===== src/design/adcs_pkg.sv =====
// adcs_pkg: constants and types for the converter sample/convert sequencer
// assumes a 32-bit apb slave port and a single 200 MHz clock
package adcs_pkg;

    // register byte offsets
    localparam logic [11:0] ADCS_OFF_CTRL   = 12'h000;
    localparam logic [11:0] ADCS_OFF_CFG    = 12'h004;
    localparam logic [11:0] ADCS_OFF_IRQST  = 12'h008;
    localparam logic [11:0] ADCS_OFF_IRQMSK = 12'h00c;
    localparam logic [11:0] ADCS_OFF_STATE  = 12'h010;

    // control register field positions
    localparam int ADCS_B_DONE   = 0;
    localparam int ADCS_B_ACQ    = 1;
    localparam int ADCS_B_AUTO   = 2;
    localparam int ADCS_B_CLRAS  = 4;
    localparam int ADCS_B_TRIG_L = 5;
    localparam int ADCS_B_ON     = 15;

    // irq status bits
    localparam int ADCS_I_DONE = 0;
    localparam int ADCS_I_STOP = 1;

    localparam logic [31:0] ADCS_CTRL_RST = 32'h0000_0000;
    localparam logic [2:0]  ADCS_TRIG_MANUAL = 3'h0;

    // timing: sample and conversion durations in cycles
    localparam int ADCS_ACQ_CYC_DEF  = 16;
    localparam int ADCS_CONV_CYC_DEF = 12;

    typedef enum logic [1:0] {ST_IDLE, ST_SAMPLE, ST_CONVERT} adcs_state_t;

    typedef struct packed {
        logic       on;
        logic [2:0] trig;
        logic       halt_irq;
        logic       auto_acq;
        logic       acq;
        logic       done;
    } adcs_ctrl_t;

    typedef struct packed {
        logic        psel;
        logic        penable;
        logic        pwrite;
        logic [11:0] paddr;
        logic [31:0] pwdata;
    } adcs_apb_req_t;

endpackage : adcs_pkg


===== src/design/adcs_counter.sv =====
// adcs_counter: reloadable down counter that pulses when it reaches zero
// assumes the caller loads it once per phase
`timescale 1ns/1ps
`default_nettype none
module adcs_counter #(
    parameter int W = 8
) (
    // clock and reset
    input  wire logic         pclk,
    input  wire logic         presetn,
    // control
    input  wire logic         load,
    input  wire logic [W-1:0] value,
    // result
    output logic              expired
);
    logic [W-1:0] cnt_q, cnt_d;
    logic         run_q, run_d;
    logic         exp_q, exp_d;

    always_comb
    begin
        cnt_d = cnt_q;
        run_d = run_q;
        exp_d = 1'b0;
        if (load)
        begin
            cnt_d = value;
            run_d = 1'b1;
        end
        else if (run_q)
        begin
            if (cnt_q <= W'(1))
            begin
                run_d = 1'b0;
                exp_d = 1'b1;
            end
            else
                cnt_d = cnt_q - W'(1);
        end
    end

    always_ff @(posedge pclk or negedge presetn)
    begin
        if (!presetn)
        begin
            cnt_q <= '0;
            run_q <= 1'b0;
            exp_q <= 1'b0;
        end
        else
        begin
            cnt_q <= cnt_d;
            run_q <= run_d;
            exp_q <= exp_d;
        end
    end

    assign expired = exp_q;
endmodule : adcs_counter
`default_nettype wire


===== src/design/adcs_seq.sv =====
// adcs_seq: sample/convert sequencer with apb control register and irq
// assumes synchronous trigger input and the analog core timing set by cfg
//
// Local design decisions: register access over APB and the register addresses.
`timescale 1ns/1ps
`default_nettype none
module adcs_seq
    import adcs_pkg::*;
#(
    parameter int CNT_W = 8
) (
    // apb slave
    input  wire logic        pclk,
    input  wire logic        presetn,
    input  wire logic        psel,
    input  wire logic        penable,
    input  wire logic        pwrite,
    input  wire logic [11:0] paddr,
    input  wire logic [31:0] pwdata,
    output logic      [31:0] prdata,
    output logic             pready,
    output logic             pslverr,
    // hardware trigger
    input  wire logic        hw_trigger,
    // analog core
    output logic             sample_hold,
    output logic             convert_start,
    output logic             result_valid,
    // interrupt
    output logic             irq
);
    import adcs_pkg::*;

    adcs_apb_req_t req;
    assign req = '{psel, penable, pwrite, paddr, pwdata};

    adcs_ctrl_t        ctl_q, ctl_d;
    adcs_state_t       st_q, st_d;
    logic [CNT_W-1:0]  scyc_q, scyc_d, ccyc_q, ccyc_d;
    logic [1:0]        ist_q, ist_d, imsk_q, imsk_d;
    logic [31:0]       rd_q, rd_d;
    logic              rdy_q, rdy_d, err_q, err_d;
    logic              sh_q, sh_d, cs_q, cs_d, rv_q, rv_d, irq_q, irq_d;
    logic              ld_acq, ld_conv, acq_exp, conv_exp;
    logic              wr, rd, ctl_hit;

    adcs_counter #(.W(CNT_W)) u_acq_cnt (
        .pclk    (pclk),
        .presetn (presetn),
        .load    (ld_acq),
        .value   (scyc_q),
        .expired (acq_exp)
    );
    adcs_counter #(.W(CNT_W)) u_conv_cnt (
        .pclk    (pclk),
        .presetn (presetn),
        .load    (ld_conv),
        .value   (ccyc_q),
        .expired (conv_exp)
    );

    // zero-wait slave: setup then one access cycle
    // write lands only at the edge where pready is seen high
    assign wr      = req.psel && req.penable && req.pwrite && rdy_q;
    assign rd      = req.psel && !req.penable;
    assign ctl_hit = (req.paddr == ADCS_OFF_CTRL);

    always_comb
    begin
        logic start_conv;
        logic done_ev;
        start_conv = 1'b0;
        done_ev    = 1'b0;
        ctl_d   = ctl_q;
        st_d    = st_q;
        scyc_d  = scyc_q;
        ccyc_d  = ccyc_q;
        imsk_d  = imsk_q;
        ist_d   = ist_q;
        ld_acq  = 1'b0;
        ld_conv = 1'b0;
        cs_d    = 1'b0;
        rv_d    = 1'b0;
        // software writes
        if (wr)
        begin
            if (ctl_hit)
            begin
                ctl_d.on       = req.pwdata[ADCS_B_ON];
                ctl_d.trig     = req.pwdata[ADCS_B_TRIG_L+2:ADCS_B_TRIG_L];
                ctl_d.halt_irq = req.pwdata[ADCS_B_CLRAS];
                ctl_d.auto_acq = req.pwdata[ADCS_B_AUTO];
                if (!req.pwdata[ADCS_B_DONE])
                    ctl_d.done = 1'b0;
                if (!ctl_q.auto_acq && req.pwdata[ADCS_B_ACQ] && st_q == ST_IDLE && ctl_q.on)
                begin
                    ctl_d.acq = 1'b1;
                    st_d      = ST_SAMPLE;
                    ld_acq    = 1'b1;
                end
                if (st_q == ST_SAMPLE && !req.pwdata[ADCS_B_ACQ]
                    && ctl_q.trig == ADCS_TRIG_MANUAL)
                    start_conv = 1'b1;
            end
            else if (req.paddr == ADCS_OFF_CFG)
            begin
                scyc_d = req.pwdata[CNT_W-1:0];
                ccyc_d = req.pwdata[CNT_W+15:16];
            end
            else if (req.paddr == ADCS_OFF_IRQST)
                ist_d = ist_q & ~req.pwdata[1:0];
            else if (req.paddr == ADCS_OFF_IRQMSK)
                imsk_d = req.pwdata[1:0];
        end
        // sequencer
        case (st_q)
            ST_IDLE:
                if (ctl_q.on && ctl_q.auto_acq)
                begin
                    ctl_d.acq = 1'b1;
                    st_d      = ST_SAMPLE;
                    ld_acq    = 1'b1;
                end
            ST_SAMPLE:
                // automatic end: timer or hardware trigger
                if (ctl_q.trig != ADCS_TRIG_MANUAL && (acq_exp || hw_trigger))
                    start_conv = 1'b1;
            ST_CONVERT:
                if (conv_exp)
                begin
                    done_ev    = 1'b1;
                    rv_d       = 1'b1;
                    ctl_d.done = 1'b1;
                    st_d       = ST_IDLE;
                    if (ctl_q.halt_irq)
                        ctl_d.auto_acq = 1'b0;
                    else if (ctl_d.auto_acq && ctl_q.on)
                    begin
                        ctl_d.acq = 1'b1;
                        st_d      = ST_SAMPLE;
                        ld_acq    = 1'b1;
                    end
                end
            default: st_d = ST_IDLE;
        endcase
        if (start_conv)
        begin
            ctl_d.acq  = 1'b0;
            ctl_d.done = 1'b0;
            st_d       = ST_CONVERT;
            ld_conv    = 1'b1;
            cs_d       = 1'b1;
        end
        // switching off wins: no start pulse the core would never see finish
        if (!ctl_d.on)
        begin
            st_d      = ST_IDLE;
            ctl_d.acq = 1'b0;
            ld_acq    = 1'b0;
            ld_conv   = 1'b0;
            cs_d      = 1'b0;
        end
        // set wins over clear
        if (done_ev)
            ist_d[ADCS_I_DONE] = 1'b1;
        if (done_ev && ctl_q.halt_irq)
            ist_d[ADCS_I_STOP] = 1'b1;
        sh_d  = ctl_d.acq;
        irq_d = |(ist_d & imsk_d);
    end

    // read mux
    always_comb
    begin
        rd_d  = rd_q;
        err_d = 1'b0;
        rdy_d = req.psel && !req.penable;
        if (rd)
        begin
            if (ctl_hit)
            begin
                rd_d = ADCS_CTRL_RST;
                rd_d[ADCS_B_ON]    = ctl_q.on;
                rd_d[ADCS_B_TRIG_L+2:ADCS_B_TRIG_L] = ctl_q.trig;
                rd_d[ADCS_B_CLRAS] = ctl_q.halt_irq;
                rd_d[ADCS_B_AUTO]  = ctl_q.auto_acq;
                rd_d[ADCS_B_ACQ]   = ctl_q.acq;
                rd_d[ADCS_B_DONE]  = ctl_q.done;
            end
            else if (req.paddr == ADCS_OFF_CFG)
            begin
                rd_d = 32'h0;
                rd_d[CNT_W-1:0]   = scyc_q;
                rd_d[CNT_W+15:16] = ccyc_q;
            end
            else if (req.paddr == ADCS_OFF_IRQST)
                rd_d = {30'h0, ist_q};
            else if (req.paddr == ADCS_OFF_IRQMSK)
                rd_d = {30'h0, imsk_q};
            else if (req.paddr == ADCS_OFF_STATE)
                rd_d = {30'h0, st_q};
            else
            begin
                rd_d  = 32'h0;
                err_d = 1'b1;
            end
        end
        else if (!req.psel)
            rd_d = 32'h0;
        else
            err_d = err_q;
    end

    always_ff @(posedge pclk or negedge presetn)
    begin
        if (!presetn)
        begin
            ctl_q  <= '0;
            st_q   <= ST_IDLE;
            scyc_q <= CNT_W'(ADCS_ACQ_CYC_DEF);
            ccyc_q <= CNT_W'(ADCS_CONV_CYC_DEF);
            ist_q  <= 2'h0;
            imsk_q <= 2'h0;
            rd_q   <= 32'h0;
            rdy_q  <= 1'b0;
            err_q  <= 1'b0;
            sh_q   <= 1'b0;
            cs_q   <= 1'b0;
            rv_q   <= 1'b0;
            irq_q  <= 1'b0;
        end
        else
        begin
            ctl_q  <= ctl_d;
            st_q   <= st_d;
            scyc_q <= scyc_d;
            ccyc_q <= ccyc_d;
            ist_q  <= ist_d;
            imsk_q <= imsk_d;
            rd_q   <= rd_d;
            rdy_q  <= rdy_d;
            err_q  <= err_d;
            sh_q   <= sh_d;
            cs_q   <= cs_d;
            rv_q   <= rv_d;
            irq_q  <= irq_d;
        end
    end

    assign prdata        = rd_q;
    assign pready        = rdy_q;
    assign pslverr       = err_q;
    assign sample_hold   = sh_q;
    assign convert_start = cs_q;
    assign result_valid  = rv_q;
    assign irq           = irq_q;

    // checks
    a_done_sets: assert property (@(posedge pclk) disable iff (!presetn)
        (st_q == ST_CONVERT && conv_exp) |=> ctl_q.done)
        else $error("done not set after conversion");
    a_done_clear_conv: assert property (@(posedge pclk) disable iff (!presetn)
        $rose(cs_q) |-> !ctl_q.done)
        else $error("done not cleared at conversion start");
    a_stop_clears_auto: assert property (@(posedge pclk) disable iff (!presetn)
        (st_q == ST_CONVERT && conv_exp && ctl_q.halt_irq)
        |=> !ctl_q.auto_acq && st_q == ST_IDLE)
        else $error("auto-start survived first irq");
    a_auto_restart: assert property (@(posedge pclk) disable iff (!presetn)
        (st_q == ST_CONVERT && conv_exp && !ctl_q.halt_irq && ctl_q.auto_acq && ctl_q.on
         && !(wr && ctl_hit)) |=> st_q == ST_SAMPLE && sh_q)
        else $error("no automatic resample");
    a_no_self_start: assert property (@(posedge pclk) disable iff (!presetn)
        (st_q == ST_IDLE && !ctl_q.auto_acq && !(wr && ctl_hit)) |=> st_q == ST_IDLE)
        else $error("sampling began without software");
    a_manual_end: assert property (@(posedge pclk) disable iff (!presetn)
        (st_q == ST_SAMPLE && ctl_q.trig == ADCS_TRIG_MANUAL && ctl_q.on && !wr)
        |=> st_q != ST_CONVERT)
        else $error("manual mode converted without software");
    a_auto_end: assert property (@(posedge pclk) disable iff (!presetn)
        (st_q == ST_SAMPLE && ctl_q.trig != ADCS_TRIG_MANUAL && hw_trigger && ctl_q.on
         && !(wr && ctl_hit)) |=> !ctl_q.acq && cs_q && st_q == ST_CONVERT)
        else $error("trigger did not end sampling");
    a_acq_mirror: assert property (@(posedge pclk) disable iff (!presetn)
        sh_q == ctl_q.acq && ctl_q.acq == (st_q == ST_SAMPLE))
        else $error("sample flag and s/h output disagree");
    a_bit3_zero: assert property (@(posedge pclk) disable iff (!presetn)
        ($past(rd) && $past(ctl_hit)) |-> !prdata[3])
        else $error("reserved bit read nonzero");
    a_clear_keeps_conv: assert property (@(posedge pclk) disable iff (!presetn)
        (st_q == ST_CONVERT && !conv_exp && wr && ctl_hit && req.pwdata[ADCS_B_ON]
         && !req.pwdata[ADCS_B_DONE]) |=> st_q == ST_CONVERT)
        else $error("clearing done disturbed a conversion");
    a_start_pulse: assert property (@(posedge pclk) disable iff (!presetn)
        cs_q |=> !cs_q)
        else $error("conversion start wider than one cycle");
    a_irq_level: assert property (@(posedge pclk) disable iff (!presetn)
        irq == |(ist_q & imsk_q))
        else $error("irq does not follow status and mask");
endmodule : adcs_seq
`default_nettype wire


===== config.mk =====
export PLATFORM = sky130hd
export DESIGN_NAME = adcs_seq
export DESIGN_NICKNAME = d
export VERILOG_FILES = /design/src/design/adcs_pkg.sv /design/src/design/adcs_counter.sv /design/src/design/adcs_seq.sv
export SDC_FILE = /design/constraint.sdc
export NUM_CORES = 1
export LEC_CHECK = 0
export ABC_AREA = 1
export CAP_MARGIN = 0
export CORE_ASPECT_RATIO = 1.25
export CORE_MARGIN = 2
export CORE_UTILIZATION = 59
export CTS_CLUSTER_SIZE = 20
export DETAILED_ROUTE_END_ITERATION = 12
export DONT_BUFFER_PORTS = 1
export PLACE_DENSITY = 0.75
export SYNTH_ARGS = -nofsm -noshare
export SYNTH_HDL_FRONTEND = slang
export SYNTH_SLANG_ARGS = --single-unit
export TNS_END_PERCENT = 50

===== constraint.sdc =====
create_clock -name pclk -period 3.6 [get_ports pclk]
set_input_delay 0.54 -clock pclk [delete_from_list [all_inputs] [get_ports pclk]]
set_output_delay 0.54 -clock pclk [all_outputs]
set_load 0.02 [all_outputs]

==> summary.md, run 1 <==
| Metric | Value |
|---|---|
| Max-cap viol count | 0 |
| Post-DR wirelength/cell | 14.92 um |
| CTS Sinks | 72 |
| Die Width | approximately 76 um |
| Synth Register Bits | 72 |
| HPWL after detailed placement | between 5000 and 6000 um |
| Drc violations | 0 |
| Post-route ant nets | 0 |
| Sequential Area | 1805 um2 |
| Vias in the first global route | around 2.8k |
| Share of cells above drive strength 1 | about 8% |
| First-pass GRT wire length | 13410 um |
| Worst Path Arrival | roughly 2.3 ns |
| RSZ-0062 raised after global routing | false |
| Crit-path max cell delay | between 0.4 and 0.5 ns |
| Max Clock Skew | approximately 0.009 ns |
| Num CTS Buffers | 9 |
| Initial Util | 61.33% |
| Fin crit share | about 57% |
| Syn Std Cell Area | roughly 3800 um2 |
| Final Hold Violating Endpoints | 0 |
| Sum Neg Setup Slack | 0 ns |
| R2r setup slk | ~1.6 ns |
| Core Area | 6206 um2 |
| DR iter-0 viols | around 310 |
| Final Setup Violations | 0 |
| Pwr Total | 1558 uW |
| Post-synth EDFFs | 0 |
| Worst Path Class, Setup | reg2reg |
| CP Cell Sequence | nand2_1 > nor2_4 > nand4_2 > nand2_2 > nand3_4 > inv_1 > nand2_1 > nand2_1 > nor2_1 |
| Async SR Flop Fraction | 100.0% |
| Number of fill cells in the layout | 532 |
| Pre-Repair DR Iteration Count | 4 |
| Die Area | 7114 um2 |
| Row Count | 32 |
| Worst-Skew Late Latency | ~0.37 ns |
| Syn_area_per_cell | 8.203 um2 |
| Pwr dens | 384.7 nW/um2 |
| CTS H-tree depth | 3 |
| CP Launch Type | flip-flop |
| Initial antenna violation count | 0 |
| CP Max Fanout | 15 |
| PortBufs | 0 |
| N_diodes | 0 |
| Via count | between 2k and 3k |
| CTS Hold Buffers Added | 2 |
| Crit end category | flip-flop |
| Pin slew with the least headroom to its limit | between 0.5 and 0.6 ns |
| FF-to-FF path depth | 9 |
| Worst Path Required | ~3.9 ns |
| Die Ht | roughly 94 um |
| Worst r2r src | pready |
| Drt total wl | approximately 8400 um |
| Leak | 0.002230 uW |
| Terminus of the critical flop-to-flop path | u_conv_cnt.cnt_q[1] |
| CTS tree | built |
| Top_reg_cell synth | dfrtp_1 |
| Fin nets | around 520 |
| CP most frequent cell | nand2_1 |
| Global route overflow | 0 |
| Area of the multi-input gates | roughly 1600 um2 |
| Vias per cell | about 5.2 |
| Sequential element share of the synthesized area | a little under half |
| Fin crit period | between 2 and 2.5 ns |
| Syn-to-layout area delta | 6.377% |
| Slowest CP cell | dfrtp_1 |
| Num ports | approximately 90 |
| Root Driver | clkbuf_8 |
| Max_slew headroom | 60.63% |
| Gate Count Post-Synth | around 460 |
| Max rail drop VDD | 0.3285 mV |
| RePlAce Congestion | 0.8914 |
| Total number of yosys warnings | 0 |
| Largest net degree at the start of global routing | 70 |
| Clock buffer depth | 2 |
| Reg clk slew, reported paths | approximately 0.09 ns |
| Count of cell types in the netlist | 40 |
| HP Class | in2async |
| Post-CTS Setup Bufs | 0 |
| Count of cells resized by post-cts repair | 0 |
| Peak Freq | about 0.5 GHz |
| Max Transition Viols Final | 0 |
| Status | finished, final reports clean |
| GRT Overall Usage | 25.80% |
per-layer routing:
| metal | GRT usage (%) | share of wire, % | wire length [um] |
|---|---|---|---|
| met5 | 0 | 0 | 0 |
| met4 | 10.38 | 1.6 | 135 |
| met3 | 6.330 | 5.7 | 480 |
| met2 | 40.30 | 49 | 4129 |
| met1 | 34.00 | 43 | 3609 |
cell usage in the layout, fill, tap and decap left out, drive strengths merged, types with 2 or more instances in the layout:
cell,Yosys,routed
clkbuf,1,9
o2111ai,2,2
buf,21,2
nor2,50,50
mux2i,13,13
nor3,11,11
conb,1,15
nand2,104,104
o22ai,3,3
o21ai,33,33
o21a,3,3
xnor2,4,4
xor2,4,4
inv,75,79
o31ai,2,2
dfstp,3,3
dfrtp,69,69
nand3b,2,2
a21oi,8,8
ha,4,4
clkinvlp,0,2
nand3,35,35
nand4,7,7
a22o,4,4
synthesized netlist by cell type, types with 3 or more instances:
cell type  count  area share [%]
a21oi_1        8             1.1
a22o_1         4            0.92
buf_4         15             3.0
buf_6          4             1.2
dfrtp_1       69              45
dfstp_2        3             2.1
ha_1           4             1.3
inv_1         73             7.2
mux2i_1       13             3.4
nand2_1       98             9.7
nand2_2        3            0.49
nand2_4        3            0.89
nand3_1       32             4.2
nand4_1        6            0.99
nor2_1        46             4.5
nor2_4         3            0.89
nor3_1        11             1.4
o21a_1         3            0.59
o21ai_0       29             3.8
o21ai_1        4            0.53
o22ai_1        3            0.49
xnor2_1        4            0.92
xor2_1         4            0.92
registers in the layout, summed over array words and instances (netlist names), 2 cells and up:
register / count
scyc_q: 8
st_q: 2
ctl_q: 7
ist_q: 2
ccyc_q: 8
u_acq_cnt.cnt_q: 8
u_conv_cnt.cnt_q: 8
prdata: 17
imsk_q: 2
worst max-delay path: cells and delay by family, from the launching register on:
family,cells,cell delay [ns]
simple gates,8,1.27
flops,1,0.46
buf+inv,1,0.20
power by group:
part | switching [uW] | leakage [uW] | internal [uW]
Clock | 354 | 0.000100 | 334
Combinational | 46.8 | 0.00121 | 10.6
Sequential | 2.75 | 0.000917 | 810
how the worst max path moves through the flow:
stage | start | to | slack (ns) | cells after the start
2_1_floorplan | paddr[11] | u_acq_cnt.cnt_q[7] | 1.85 | 12
3_3_place_gp | paddr[7] | u_conv_cnt.cnt_q[6] | 1.37 | 10
3_5_place_dp | paddr[7] | u_conv_cnt.cnt_q[5] | 1.34 | 10
4_1_cts | pready | u_conv_cnt.cnt_q[7] | 1.56 | 9
5_1_grt | pready | u_conv_cnt.cnt_q[2] | 1.34 | 10
6_report | pready | u_conv_cnt.cnt_q[1] | 1.56 | 9
per-stage QoR:
| stage | worst slack [ns] | cells | util, % | hold WS, ns | cell area [um2] |
|---|---|---|---|---|---|
| finish | 1.557 | 560 | 65.24 | 0.005966 | 4049 |
| detailed placement | 1.344 | 542 | 61.27 | 0.2465 | 3802 |
| global route | 1.345 | 560 | 65.24 | 0.0002978 | 4049 |
| floorplan | 1.850 | 478 | - | 0.2444 | 3859 |
| CTS | 1.560 | 560 | 65.24 | 0.003162 | 4049 |
| global placement | 1.369 | 542 | 61.27 | 0.2465 | 3802 |
cell type report:
| cell class | count | area share (%) |
|---|---|---|
| multi-input cells | 308 | 39.46 |
| well taps | 85 | 2.627 |
| inverters | 76 | 7.046 |
| flip-flops and latches | 72 | 44.59 |
| clock inverters | 7 | 2.101 |
| repair buffers | 3 | 1.112 |
| clock buffers | 9 | 3.059 |
logic make-up (layout without fill, tap and decap cells):
kind of cell | count (synthesis) | after routing | share of synthesized area, %
AO/OA/AOI/OAI | 56 | 56 | 8.416
XOR/XNOR | 8 | 8 | 1.841
adder cells (fa/ha/maj) | 4 | 4 | 1.315
buffers and inverters | 98 | 95 | 11.97
flip-flops | 72 | 72 | 47.44
multiplexers | 13 | 13 | 3.419
other | 1 | 15 | 0.09852
AND/OR/NAND/NOR | 212 | 212 | 25.51
Note: power is estimated with default switching activity, not from simulation.
==> inputs of run 2 (changes only) <==
clock period = 1.95 ns   (was 3.6 ns; I/O delays follow)
==> run 2 against run 1 <==
Die area stayed put. Critical endpoint is now u_acq_cnt.cnt_q[6]. Utilization is 1.4 points higher. Flip-flop and latch count stayed put. First-iteration DRC count decreased by 24%. Design area increased by 2.2%. Sequential share of layout area is 0.94 points lower. Via count increased by 3.6%. Cell count rose by 1.4%. Register-to-register slack lost 1.3 ns. Clock-buffer cell count did not move. Global-route usage is 0.42 points lower.
==> summary.md, run 2 (synthesis gave the netlist of run 1 again) <==
| Metric | Value |
|---|---|
| Core Area | about 6200 um2 |
| Post-route cell area | ~4100 um2 |
| Area of the multi-input gates | around 1600 um2 |
| GRT Overall Usage | around a quarter |
| Global route overflow | 0 |
| Most common cell after layout, fill and taps aside | nand2_1 |
| CTS tree | built |
| Most frequent cells in the layout | 97 x nand2_1, 73 x inv_1, 69 x dfrtp_1 |
| Fin crit share | roughly nine tenths |
| Die Area | approximately 7100 um2 |
| Max rail drop VDD | 0.6337 mV |
| Post-DR wirelength/cell | between 10 and 15 um |
| HP Class | in2reg |
| Top Layer Used | met4 |
| Worst-Skew Late Latency | between 0.3 and 0.4 ns |
| Max Clock Skew | ~0.0095 ns |
| Die Ht | about 94 um |
| Initial antenna violation count | 0 |
| Post-CTS Setup Bufs | 0 |
| First-pass GRT wire length | roughly 14000 um |
| DR iter-0 viols | between 200 and 250 |
| Syn-to-layout area delta | 8.679% |
| Max_slew headroom | 65.56% |
| Fin nets | roughly 530 |
| Fin crit period | around 1.7 ns |
| Met2 WL post-DR | between 4000 and 5000 um |
| CTS Sinks | just over 70 |
| CP Launch Type | flip-flop |
| Worst Path Class, Setup | reg2reg |
| Die Width | 75.84 um |
| Worst Path Arrival | between 2 and 2.5 ns |
| CP Max Fanout | 11 |
| Root Driver | clkbuf_8 |
| Clock buffer depth | 2 |
| Status | finished, final reports clean |
| Final Hold Violating Endpoints | 0 |
| Num CTS Buffers | 9 |
| RSZ-0062 raised after global routing | false |
| Placed Area | just under 4000 um2 |
| Pin slew with the least headroom to its limit | about 0.5 ns |
| Initial Util | between 60 and 70% |
| PortBufs | 0 |
| Drt total wl | between 8000 and 9000 um |
| Sequential Area | approximately 1800 um2 |
| Post-route ant nets | 0 |
| Largest register FFs | 17 |
| CTS H-tree depth | 3 |
| Num ports | 88 |
| RePlAce Congestion | about 0.89 |
| Vias per cell | 5.326 |
| HPWL after detailed placement | about 6000 um |
| Crit end category | flip-flop |
| Max-cap viol count | 0 |
| Max Transition Viols Final | 0 |
| M1 WL | 3346 um |
| Row Count | 32 |
| Peak Freq | between 0.5 and 0.6 GHz |
| Vias in the first global route | slightly below 3k |
| Leak | 0.002285 uW |
| Share of cells above drive strength 1 | approximately 9.7% |
| Via count | 3025 |
| Met3 WL post-DR | about 490 um |
| Number of fill cells in the layout | 520 |
| Pre-Repair DR Iteration Count | 5 |
| N_diodes | 0 |
| Largest net degree at the start of global routing | 73 |
| Worst Path Required | 2.25 ns |
| Sum Neg Setup Slack | 0 ns |
| Reg clk slew, reported paths | roughly 0.090 ns |
| Final Setup Violations | 0 |
| Drc violations | 0 |
| Pwr dens | 730.6 nW/um2 |
==> run 2: worst paths after layout <==
path	slack, ns	depth (start not counted)	from	to
max in group asynchronous	1.12	2	presetn	ccyc_q[3]
max reg2reg	0.22	10	u_acq_cnt.cnt_q[0]	u_acq_cnt.cnt_q[6]
max	0.22	10	u_acq_cnt.cnt_q[0]	u_acq_cnt.cnt_q[6]
min	0.03	1	penable	pready
min in group asynchronous	0.49	2	presetn	ctl_q[0]
min reg2reg	0.48	1	u_conv_cnt.expired	st_q[1]
==> run 2: metrics by stage <==
step                total power [uW]  setup WS, ns  hold slack [ns]  util [%]  cells
global route                    3108      0.001632          0.02453     66.65    568
floorplan                       1610        0.3436        -0.003091         -    478
finish                          3022        0.2210          0.03192     66.65    568
global placement                1602        0.1657        -0.001044     62.24    550
detailed placement              1603        0.1122        -0.001032     62.24    550
CTS                             2995        0.1248          -0.3927     66.01    566
==> run 2: layout make-up <==
| type | instances | area share, % |
|---|---|---|
| sequential | 72 | 43.65 |
| multi-input combinational | 308 | 38.69 |
| inverter | 76 | 6.897 |
| clock buffer | 9 | 2.995 |
| clock inverter | 7 | 2.662 |
| tap | 85 | 2.571 |
| timing repair buffer | 11 | 2.541 |
==> run 2: what timing repair did <==
action                     CTS  global route
setup endpoints to repair    0             7
hold endpoints to repair    72            72
gates resized for setup      0             1
==> run 2: power breakdown <==
group | switching [uW] | leakage [uW] | internal, uW
logic | 89.3 | 0.00125 | 23.1
registers | 3.78 | 0.000917 | 1490
clock network | 660 | 0.000116 | 751
==> run 2: routing by layer <==
layer / vias up / global-route usage [%]
met2: 79 / 42.10
met5: - / 0
met4: 0 / 9.211
met3: 13 / 6.867
li1: 1480 / -
met1: 1453 / 31.08
==> run 2: worst max-delay path: stages (launching register included) <==
cell,delay (ns)
dfrtp_1,0.42
inv_1,0.10
ha_1,0.24
o21a_1,0.20
nand2_1,0.09
nand2_2,0.15
a21oi_1,0.17
o21ai_0,0.11
nand2_1,0.08
nand2_1,0.05
nand2_1,0.05
